==> config.mk <==
export PLATFORM = sky130hd
export DESIGN_NAME = app_config_regs
export DESIGN_NICKNAME = d
export VERILOG_FILES = /design/src/logic/app_config_regs.v
export VERILOG_INCLUDE_DIRS = /design/src /design/src/logic
export SDC_FILE = /design/constraint.sdc
export NUM_CORES = 1
export LEC_CHECK = 0
export ABC_AREA = 1
export BUFFER_PORTS_ARGS = -buffer_cell sky130_fd_sc_hd__buf_2
export CELL_PAD_IN_SITES_DETAIL_PLACEMENT = 2
export CELL_PAD_IN_SITES_GLOBAL_PLACEMENT = 2
export CORE_ASPECT_RATIO = 0.6
export CORE_UTILIZATION = 29
export DETAILED_ROUTE_END_ITERATION = 7
export PLACE_DENSITY_LB_ADDON = 0.05
export SLEW_MARGIN = 10
export SYNTH_ARGS = -nofsm -noshare
export SYNTH_HDL_FRONTEND = slang
export SYNTH_SLANG_ARGS = --single-unit
==> constraint.sdc <==
create_clock -name mclk -period 2.01 [get_ports mclk]
set_input_delay 0.201 -clock mclk [delete_from_list [all_inputs] [get_ports mclk]]
set_output_delay 0.201 -clock mclk [all_outputs]
set_load 0.02 [all_outputs]
==> src/logic/app_config_regs_defs.vh <==
// Purpose: Constants for the analog power and PLL divisor register bank
// Assumes: 16-bit registers on a plain address/strobe port, one clock
// Notes: Offsets are byte addresses of 16-bit registers
//
// Notes on behaviour
// RL1 - Software clears pump bit without 3V supply
// RL2 - Pump needs PLL or internal oscillator clock
// RL3 - PLL runs only while its bit is set
// RL4 - Set PLL bit before PLL-derived clock code
// RL5 - Program divisors before powering the PLL
// RL6 - Divisors writable only before PLL power-up
// RL7 - Bit 9 powers core-supply linear regulator
// RL8 - Bit 8 powers the VCO amplifier
// RL9 - Ground buffer bit starts ramp up/down
// RL10 - Keep outputs powered through 200-400ms ramp-down
// RL11 - ADC mono bit: 0 left only, 1 stereo
// RL12 - Reference bias resets on, may sleep
// RL13 - Bits 4,3,1,0 power HP, DAC, ADC, lineout
// RL14 - Bit 2 enables capless headphone mode
// RL15 - Integer divisor bits 15:11, reset 0xA
// RL16 - PLL target 180.6336 or 196.608 MHz
// RL17 - Fraction divisor bits 10:0, times 2048
// RL18 - Halving control divides PLL input clock
// RL19 - Fields hold and read back last write
`ifndef APP_CONFIG_REGS_DEFS_VH
`define APP_CONFIG_REGS_DEFS_VH

// ****************************************
// Register offsets
// ****************************************
`define APP_OFS_POWER 16'h0030
`define APP_OFS_PLL 16'h0032
`define APP_OFS_CLKTOP 16'h0034
`define APP_OFS_STATUS 16'h003C

// ****************************************
// Power register fields
// ****************************************
`define APP_PWR_LINEOUT 0
`define APP_PWR_ADC 1
`define APP_PWR_CAPLESS 2
`define APP_PWR_DAC 3
`define APP_PWR_HEADPHONE 4
`define APP_PWR_REFBIAS 5
`define APP_PWR_ADCMONO 6
`define APP_PWR_AGND 7
`define APP_PWR_VCOAMP 8
`define APP_PWR_CORE_REG 9
`define APP_PWR_PLL 10
`define APP_PWR_PUMP 11
`define APP_PWR_RESET 12'h060

// ****************************************
// PLL divisor fields
// ****************************************
`define APP_PLL_INT_MSB 15
`define APP_PLL_INT_LSB 11
`define APP_PLL_FRAC_MSB 10
`define APP_PLL_FRAC_LSB 0
`define APP_PLL_INT_RESET 5'h0A
`define APP_PLL_FRAC_RESET 11'h000

// ****************************************
// Clock-top and status fields
// ****************************************
`define APP_CLK_HALVE 3
`define APP_CLK_INT_OSC 11
`define APP_STS_RAMP_BUSY 0
`define APP_STS_RAMP_DIR 1
`define APP_STS_PLL_LOCKOUT 2

// ****************************************
// Timing
// ****************************************
`define APP_CLK_KHZ 50000
`define APP_RAMP_TIME_MS 400
`define APP_RAMP_CYCLES (`APP_RAMP_TIME_MS * `APP_CLK_KHZ)
`define APP_RAMP_CNT_W 25

`endif

==> src/logic/app_config_regs.v <==
// Purpose: Analog power control and PLL divisor registers of an audio codec
// Assumes: Host port is synchronous to mclk; strobes never overlap
// Notes: Read data appear in the cycle after the read strobe only
`timescale 1ns/1ns
`include "app_config_regs_defs.vh"

module app_config_regs #(
  parameter RAMP_CYCLES = `APP_RAMP_CYCLES
) (
  input wire mclk,
  input wire reset,
  input wire clockEnable,
  input wire [15:0] regAddr,
  input wire [15:0] regWrData,
  input wire regWrite,
  input wire regRead,
  output reg [15:0] regRdData,
  output wire chargePumpPowerOn,
  output wire pllPowerOn,
  output wire coreRegulatorPowerOn,
  output wire oscillatorAmpPowerOn,
  output wire analogGroundBufferOn,
  output reg rampUpStart,
  output reg rampDownStart,
  output wire rampActive,
  output wire adcLeftOnly,
  output wire adcStereo,
  output wire referenceBiasOn,
  output wire headphonePowerOn,
  output wire dacPowerOn,
  output wire caplessHeadphoneOn,
  output wire adcPowerOn,
  output wire lineoutPowerOn,
  output wire [4:0] synthIntegerDiv,
  output wire [10:0] synthFractionDiv,
  output wire internalOscOn,
  output wire inputClockHalve
);

  // ****************************************
  // Storage
  // ****************************************
  reg [11:0] power_reg;
  reg [11:0] power_next;
  reg [4:0] intDiv_reg;
  reg [4:0] intDiv_next;
  reg [10:0] fracDiv_reg;
  reg [10:0] fracDiv_next;
  reg halve_reg;
  reg halve_next;
  reg intOsc_reg;
  reg intOsc_next;
  reg [15:0] rdData_next;
  reg rampUp_next;
  reg rampDown_next;

  // Ramp sequencer
  localparam RAMP_IDLE = 2'b00;
  localparam RAMP_UP = 2'b01;
  localparam RAMP_DOWN = 2'b10;
  localparam [`APP_RAMP_CNT_W-1:0] RAMP_LAST = RAMP_CYCLES[`APP_RAMP_CNT_W-1:0] - 1'b1;

  reg [1:0] rampState_reg;
  reg [1:0] rampState_next;
  reg [`APP_RAMP_CNT_W-1:0] rampCnt_reg;
  reg [`APP_RAMP_CNT_W-1:0] rampCnt_next;

  // ****************************************
  // Address decode
  // ****************************************
  wire hitPower;
  wire hitPll;
  wire hitClkTop;
  wire hitStatus;
  wire wrPower;
  wire wrPll;
  wire wrClkTop;
  wire pllLockout;
  wire agndNew;

  assign hitPower = (regAddr == `APP_OFS_POWER);
  assign hitPll = (regAddr == `APP_OFS_PLL);
  assign hitClkTop = (regAddr == `APP_OFS_CLKTOP);
  assign hitStatus = (regAddr == `APP_OFS_STATUS);
  assign wrPower = regWrite && hitPower;
  assign wrClkTop = regWrite && hitClkTop;

  // RL6 divisor write lockout
  // Divisors are frozen while the PLL runs, so a live PLL never sees a jump
  assign pllLockout = power_reg[`APP_PWR_PLL];
  assign wrPll = regWrite && hitPll && !pllLockout;

  assign agndNew = regWrData[`APP_PWR_AGND];

  // ****************************************
  // Register write logic
  // ****************************************
  always @* begin
    power_next = power_reg;
    intDiv_next = intDiv_reg;
    fracDiv_next = fracDiv_reg;
    halve_next = halve_reg;
    intOsc_next = intOsc_reg;
    // RL19 hold last write
    if (wrPower) begin
      power_next = regWrData[11:0];
    end
    // RL15 integer divisor field
    // RL17 fraction divisor field
    if (wrPll) begin
      intDiv_next = regWrData[`APP_PLL_INT_MSB:`APP_PLL_INT_LSB];
      fracDiv_next = regWrData[`APP_PLL_FRAC_MSB:`APP_PLL_FRAC_LSB];
    end
    // RL18 input halving control
    if (wrClkTop) begin
      halve_next = regWrData[`APP_CLK_HALVE];
      intOsc_next = regWrData[`APP_CLK_INT_OSC];
    end
  end

  // ****************************************
  // Analog-ground ramp sequencer
  // ****************************************
  always @* begin
    rampState_next = rampState_reg;
    rampCnt_next = rampCnt_reg;
    rampUp_next = 1'b0;
    rampDown_next = 1'b0;
    // RL9 ramp start on edge
    if (wrPower && agndNew && !power_reg[`APP_PWR_AGND]) begin
      rampUp_next = 1'b1;
      rampState_next = RAMP_UP;
      rampCnt_next = {`APP_RAMP_CNT_W{1'b0}};
    end else if (wrPower && !agndNew && power_reg[`APP_PWR_AGND]) begin
      rampDown_next = 1'b1;
      rampState_next = RAMP_DOWN;
      rampCnt_next = {`APP_RAMP_CNT_W{1'b0}};
    end else begin
      case (rampState_reg)
        RAMP_IDLE: begin
          rampCnt_next = {`APP_RAMP_CNT_W{1'b0}};
        end
        RAMP_UP, RAMP_DOWN: begin
          // RL10 ramp-up and ramp-down duration
          if (rampCnt_reg == RAMP_LAST) begin
            rampState_next = RAMP_IDLE;
            rampCnt_next = {`APP_RAMP_CNT_W{1'b0}};
          end else begin
            rampCnt_next = rampCnt_reg + {{(`APP_RAMP_CNT_W-1){1'b0}}, 1'b1};
          end
        end
        default: begin
          rampState_next = RAMP_IDLE;
          rampCnt_next = {`APP_RAMP_CNT_W{1'b0}};
        end
      endcase
    end
  end

  // ****************************************
  // Read data
  // ****************************************
  always @* begin
    rdData_next = 16'h0000;
    if (regRead) begin
      if (hitPower) begin
        rdData_next = {4'h0, power_reg};
      end else if (hitPll) begin
        rdData_next = {intDiv_reg, fracDiv_reg};
      end else if (hitClkTop) begin
        rdData_next[`APP_CLK_HALVE] = halve_reg;
        rdData_next[`APP_CLK_INT_OSC] = intOsc_reg;
      end else if (hitStatus) begin
        rdData_next[`APP_STS_RAMP_BUSY] = (rampState_reg != RAMP_IDLE);
        rdData_next[`APP_STS_RAMP_DIR] = (rampState_reg == RAMP_DOWN);
        rdData_next[`APP_STS_PLL_LOCKOUT] = pllLockout;
      end else begin
        rdData_next = 16'h0000;
      end
    end
  end

  // ****************************************
  // State registers
  // ****************************************
  always @(posedge mclk) begin
    if (reset) begin
      // RL12 reference bias on
      power_reg <= `APP_PWR_RESET;
      intDiv_reg <= `APP_PLL_INT_RESET;
      fracDiv_reg <= `APP_PLL_FRAC_RESET;
      halve_reg <= 1'b0;
      intOsc_reg <= 1'b0;
      rampState_reg <= RAMP_IDLE;
      rampCnt_reg <= {`APP_RAMP_CNT_W{1'b0}};
      rampUpStart <= 1'b0;
      rampDownStart <= 1'b0;
      regRdData <= 16'h0000;
    end else if (clockEnable) begin
      power_reg <= power_next;
      intDiv_reg <= intDiv_next;
      fracDiv_reg <= fracDiv_next;
      halve_reg <= halve_next;
      intOsc_reg <= intOsc_next;
      rampState_reg <= rampState_next;
      rampCnt_reg <= rampCnt_next;
      rampUpStart <= rampUp_next;
      rampDownStart <= rampDown_next;
      regRdData <= rdData_next;
    end
  end

  // ****************************************
  // Power controls to the analog blocks
  // ****************************************
  assign chargePumpPowerOn = power_reg[`APP_PWR_PUMP];
  // RL3 PLL power gate
  assign pllPowerOn = power_reg[`APP_PWR_PLL];
  // RL7 core regulator power
  assign coreRegulatorPowerOn = power_reg[`APP_PWR_CORE_REG];
  // RL8 VCO amplifier power
  assign oscillatorAmpPowerOn = power_reg[`APP_PWR_VCOAMP];
  // RL9 ground buffer enable
  assign analogGroundBufferOn = power_reg[`APP_PWR_AGND];
  assign rampActive = (rampState_reg != RAMP_IDLE);
  // RL11 ADC mono select
  assign adcLeftOnly = power_reg[`APP_PWR_ADC] && !power_reg[`APP_PWR_ADCMONO];
  assign adcStereo = power_reg[`APP_PWR_ADC] && power_reg[`APP_PWR_ADCMONO];
  // RL12 reference bias enable
  assign referenceBiasOn = power_reg[`APP_PWR_REFBIAS];
  // RL13 amplifier and converter power
  assign headphonePowerOn = power_reg[`APP_PWR_HEADPHONE];
  assign dacPowerOn = power_reg[`APP_PWR_DAC];
  assign adcPowerOn = power_reg[`APP_PWR_ADC];
  assign lineoutPowerOn = power_reg[`APP_PWR_LINEOUT];
  // RL14 capless headphone mode
  assign caplessHeadphoneOn = power_reg[`APP_PWR_CAPLESS];

  // ****************************************
  // PLL divisor and clock-top controls
  // ****************************************
  // RL15 integer divisor out
  assign synthIntegerDiv = intDiv_reg;
  // RL17 fraction divisor out
  assign synthFractionDiv = fracDiv_reg;
  // RL18 halve the input clock
  assign inputClockHalve = halve_reg;
  assign internalOscOn = intOsc_reg;

endmodule

; ---- Word-level counts from Yosys, hierarchy flattened
; Index checks and enable logic that the tools add are counted.
[totals]
ram_bits = 0
latch_bits = 0
regBits = 75
elab_cells = 59
mem_count = 0
input_bits = 37
rom_bits = 0
[op_classes]
order_cmp = 0
div = 0
eq_ne = 9
shift = 0
addsub = 1
n_mul = 0
bitwise = 0
reduce_logical = 21
n_mux = 18
[ops]
columns = operator, n
row1 = $mux 25, 4
row2 = $eq 16x6->1 const B, 4
row3 = $mux 16, 3
row4 = $add 25x1->25 const B, 1
row5 = $eq 25x25->1 const B, 1
row6 = $logic_and 1x1->1, 10
row7 = $mux 2, 3
row8 = $mux 3, 2
row9 = $reduce_and 2->1, 3
row10 = $mux 1, 5
row11 = $logic_not 1->1, 4
row12 = $ne 4x4->1 const B, 1
row13 = $pmux 2 s2, 1
row14 = $ne 3x3->1 const B, 1
row15 = $reduce_and 3->1, 1
row16 = $eq 2x1->1 const B, 1
row17 = $eq 2x2->1 const B, 1
row18 = $logic_not 2->1, 1
row19 = $reduce_bool 2->1, 1
row20 = $reduce_or 2->1, 1

; ---- Logic depth before layout (Yosys ltp)
[depth]
depth_word = 6
ltp_mapped = 12
depth_no_buf = 12

; ---- Least setup slack after synthesis
; OpenSTA, ideal clock, no wires.
[synth_path]
path_type = reg-to-reg
start = register rampCnt_reg[0]
end = register rampCnt_reg[0]
n_path_buf = 1
synth_period_minus_slack_ns = 1.473
path_stages_with_launch = 12
setup_slack_ns = 0.537
required_ns = 1.894
t_arrival_ns = 1.357
setup_ns = 0.116
path_cell_list = dfxtp_1 ha_1 inv_1 nor2_1 nand2_1 nor2_1 nand2_1 nand2_1 nor2_2 o21bai_4 buf_4 nor2_1
[synth_via]
elab_chain_cells = 5
[synth_lines]
columns = item, line_no
row1 = "start, declared", app_config_regs.v:65  ; reg [`APP_RAMP_CNT_W-1:0] rampCnt_reg;
row2 = "start signal, assigned", app_config_regs.v:195  ; rampCnt_reg <= {`APP_RAMP_CNT_W{1'b0}};
row3 = "start signal, assigned", app_config_regs.v:206  ; rampCnt_reg <= rampCnt_next;
row4 = $add 25x1->25 or $eq 25x25->1 (tied branches), "app_config_regs.v:149, app_config_regs.v:145"
row5 = $mux 25 (*), app_config_regs.v:145  ; if (rampCnt_reg == RAMP_LAST) begin
row6 = $mux 25 (*), app_config_regs.v:139  ; case (rampState_reg)
row7 = $mux 25 (*), app_config_regs.v:134  ; end else if (wrPower && !agndNew && power_reg[`APP_PWR_AGND]) begin
row8 = $mux 25 (*), app_config_regs.v:130  ; if (wrPower && agndNew && !power_reg[`APP_PWR_AGND]) begin
; Mark *: on every way between the ends. The rest lies on a longest branch, timed or not.
; A chain may end at the register's enable or synchronous reset.

; ---- Worst setup path after layout
[layout_path]
start = register rampCnt_reg[1]
end = register rampCnt_reg[23]
; Same word-level chain as after synthesis.

==> impl_metrics.toml <==
[global_routing]
antenna_found_initial = 0
grt.total_usage = 0.215
overflow = 0
grt_pass1_vias = 3639
grt_pass1_wl_um = 20000
grt_max_degree = 27

[sta]
rsz0062_at_grt = "false"
drv_slew = 0
finalHoldViolations = 0
fin_crit_sh = 0.880
min_period_ps = 1770
slew_headroom = 0.627
fin_worst_skew_ps = 7.37
worst_pin_slew_ps = 559
setup-tns-final_ps = 0
setup_violations = 0
max_freq_mhz = 565

[floorplanning]
core_area_um2 = 11500
rows = 30
dieArea_um2 = 12500
die_h_um = 86.9
die_width_um = 144
ios = 87
initial_core_util = 0.303

[route]
dr.pass1.iters = 4
avgRoutedWirePerCell_um = 17.3
routed_wl_um = 12600
antenna_left = 0
drt_iter0_drc = 167
viasPerCell = 4.79
post-route-drc-count = 0
num_vias = 3470

[synthesis]
synth_fp_nets = 510
synth.largest_area_cell = "dfxtp_1"
synth-xor-area-share = 0.0578
synth.mux.area_fraction = 0
ys.flop_type = "dfxtp_1"
synth-simple-area-share = 0.282
ys_async_sr_fraction = 0
yosysTopAreaCellShare = 0.431
synth.most_common_cell = "nor2_1"
syn_inst = 470
synthAdderAreaFrac = 0.0108
synth_compound_area_frac = 0.139
ys_warn_count = 0
ys_types = 33
yosysSeqAreaShare = 0.431
syn_avg_cell_area_um2 = 7.42
yosys-top-cells-area = "dfxtp_1, nor2_1, nand2_1"
synth-edff-count = 0
synth-seq-cells = 75
syn_area_um2 = 3490
yosys-top-cells-count = "nor2_1, nand2_1, dfxtp_1"
synth_top_family_by_area = "simple AND/OR/NAND/NOR gates"

[placement]
routabilityCongestion = 0.836
placed_cells = 709
port_buffers = 86
dpl.hpwl_um = 9690

[critical_path]
crit_required_ps = 2250
critPathMaxFanout = 4
cp_slowest_cell = "dfxtp_1"
r2r-end = "rampCnt_reg[23]"
setup.worst_path.end_class = "register"
crit_path_cell_trace = "nand3_1 > nor2_1 > nand3_1 > nor2_2 > nand4_1 > xor2_1 > nor2_1"
reg2reg_slack_ps = 240
reg2regPathDepth = 7
crit_family = "simple AND/OR/NAND/NOR gates"
crit_path_start_kind = "register"
arrival_ps = 2010
critPathKind = "reg -> reg"
reg2reg_from = "rampCnt_reg[1]"
crit_buf_inv = 0
slowest_delay_ps = 390

[power_and_ir_drop]
p_leak_nw = 1.83
cellPowerDensity_nw_per_um2 = 712
peakVddDrop_v = 0.000384

[cells_and_area]
fin_util = 0.382
largest_register_ffs = 25
layoutNonFillerInstCount = 725
final_layout_size_suffix_gt1_frac = 0.239
diodes = 0
syn2layout_area_growth_pct = 25.8
layout.nets = 600

[hold_path]
min_from = "regWrData[14]"
hold_depth = 3
hold_class = "in -> reg"
hold_end = "synthIntegerDiv[3]"

[run]
drv_cap = 0

[run_status]
status = "finished, final reports clean"

[clock_tree]
cts_tree = "yes"
clk_path_buf_depth = 2
cts-buffers-inserted = 9
clock_latency_ps = 340
htreeDepth = 3
cts_root_buffer = "clkbuf_16"
clk_pin_slew_ps = 60
clock_sinks = 75
## cell families after synthesis
group	after synthesis
AOI/OAI and AO/OA	72
xor gates and xnor gates	23
and+or+nand+nor	231
buffers and inverters	66
adders and majority gates	3
DFF	75
## timing repair
action,CTS,global route
endpoints found under the setup margin,0,3
hold buffers,0,0
setup buffers,0,0
gates resized for setup,0,1
## where the power goes
group	total [mW]	internal [mW]	switching, mW
registers	1.49	1.49	0.00113
clock network	1.50	0.831	0.668
logic	0.136	0.0479	0.0886
## metal layers
metal | up-vias | routed length [um] | share of wire | GRT usage
met5 | - | 0 | 0 | 0
met4 | 0 | 113 | 0.0090 | 0.0493
met3 | 12 | 780 | 0.062 | 0.0544
met2 | 86 | 5170 | 0.41 | 0.323
met1 | 1676 | 6500 | 0.52 | 0.308
li1 | 1696 | - | - | -
## cell type report
cell class | instances | area [um^2]
tap | 160 | 200
inverter | 49 | 185
fill | 1348 | 7100
clock buffer | 9 | 225
multi-input combinational | 329 | 1710
clock inverter | 7 | 43.8
sequential | 75 | 1500
timing repair buffer | 96 | 518
## placed cells by master (no fill, tap or decap), types with 4 or more instances in the layout
cell and n:
a211oi_2 9, nand2_1 84, nand3_1 24, nand3b_1 4, o211ai_1 6, inv_1 46, nand4_1 5, clkinv_2 5
nor2_2 4, nor2_1 91, xor2_1 18, xnor2_1 5, o21ai_0 24, buf_2 86, a21oi_1 22, a32oi_1 4
dfxtp_1 75, clkbuf_16 9, buf_4 9, nor3_1 12
## worst max-delay path by stage
stage                    from         endpoint  slack (ps)  cells past startpoint
3_3_place_gp   rampCnt_reg[2]  rampCnt_reg[23]         200                      7
3_5_place_dp   rampCnt_reg[2]  rampCnt_reg[23]         170                      7
4_1_cts        rampCnt_reg[1]  rampCnt_reg[23]          80                      7
6_report       rampCnt_reg[1]  rampCnt_reg[23]         240                      7
5_1_grt        rampCnt_reg[5]  rampCnt_reg[24]          90                      9
2_1_floorplan  rampCnt_reg[0]   rampCnt_reg[0]         540                     11
## metrics by stage
| stage | setup slack, ps | instance area [um^2] | hold slack, ps | power, mW |
|---|---|---|---|---|
| global placement | 200 | 4110 | 427 | 1.66 |
| global route | 87.0 | 4390 | 107 | 3.24 |
| CTS | 78.2 | 4380 | 86.6 | 3.16 |
| detailed placement | 173 | 4110 | 441 | 1.66 |
| finish | 240 | 4390 | 97.0 | 3.12 |
| floorplan | 537 | 3490 | 327 | 1.58 |
## worst register-to-register path, stage by stage, from the launching register on
cell     delay [ps]
dfxtp_1         390
nand3_1         160
nor2_1          200
nand3_1         160
nor2_2          290
nand4_1         220
xor2_1          190
nor2_1           60
Note: power is estimated with default switching activity, not from simulation.
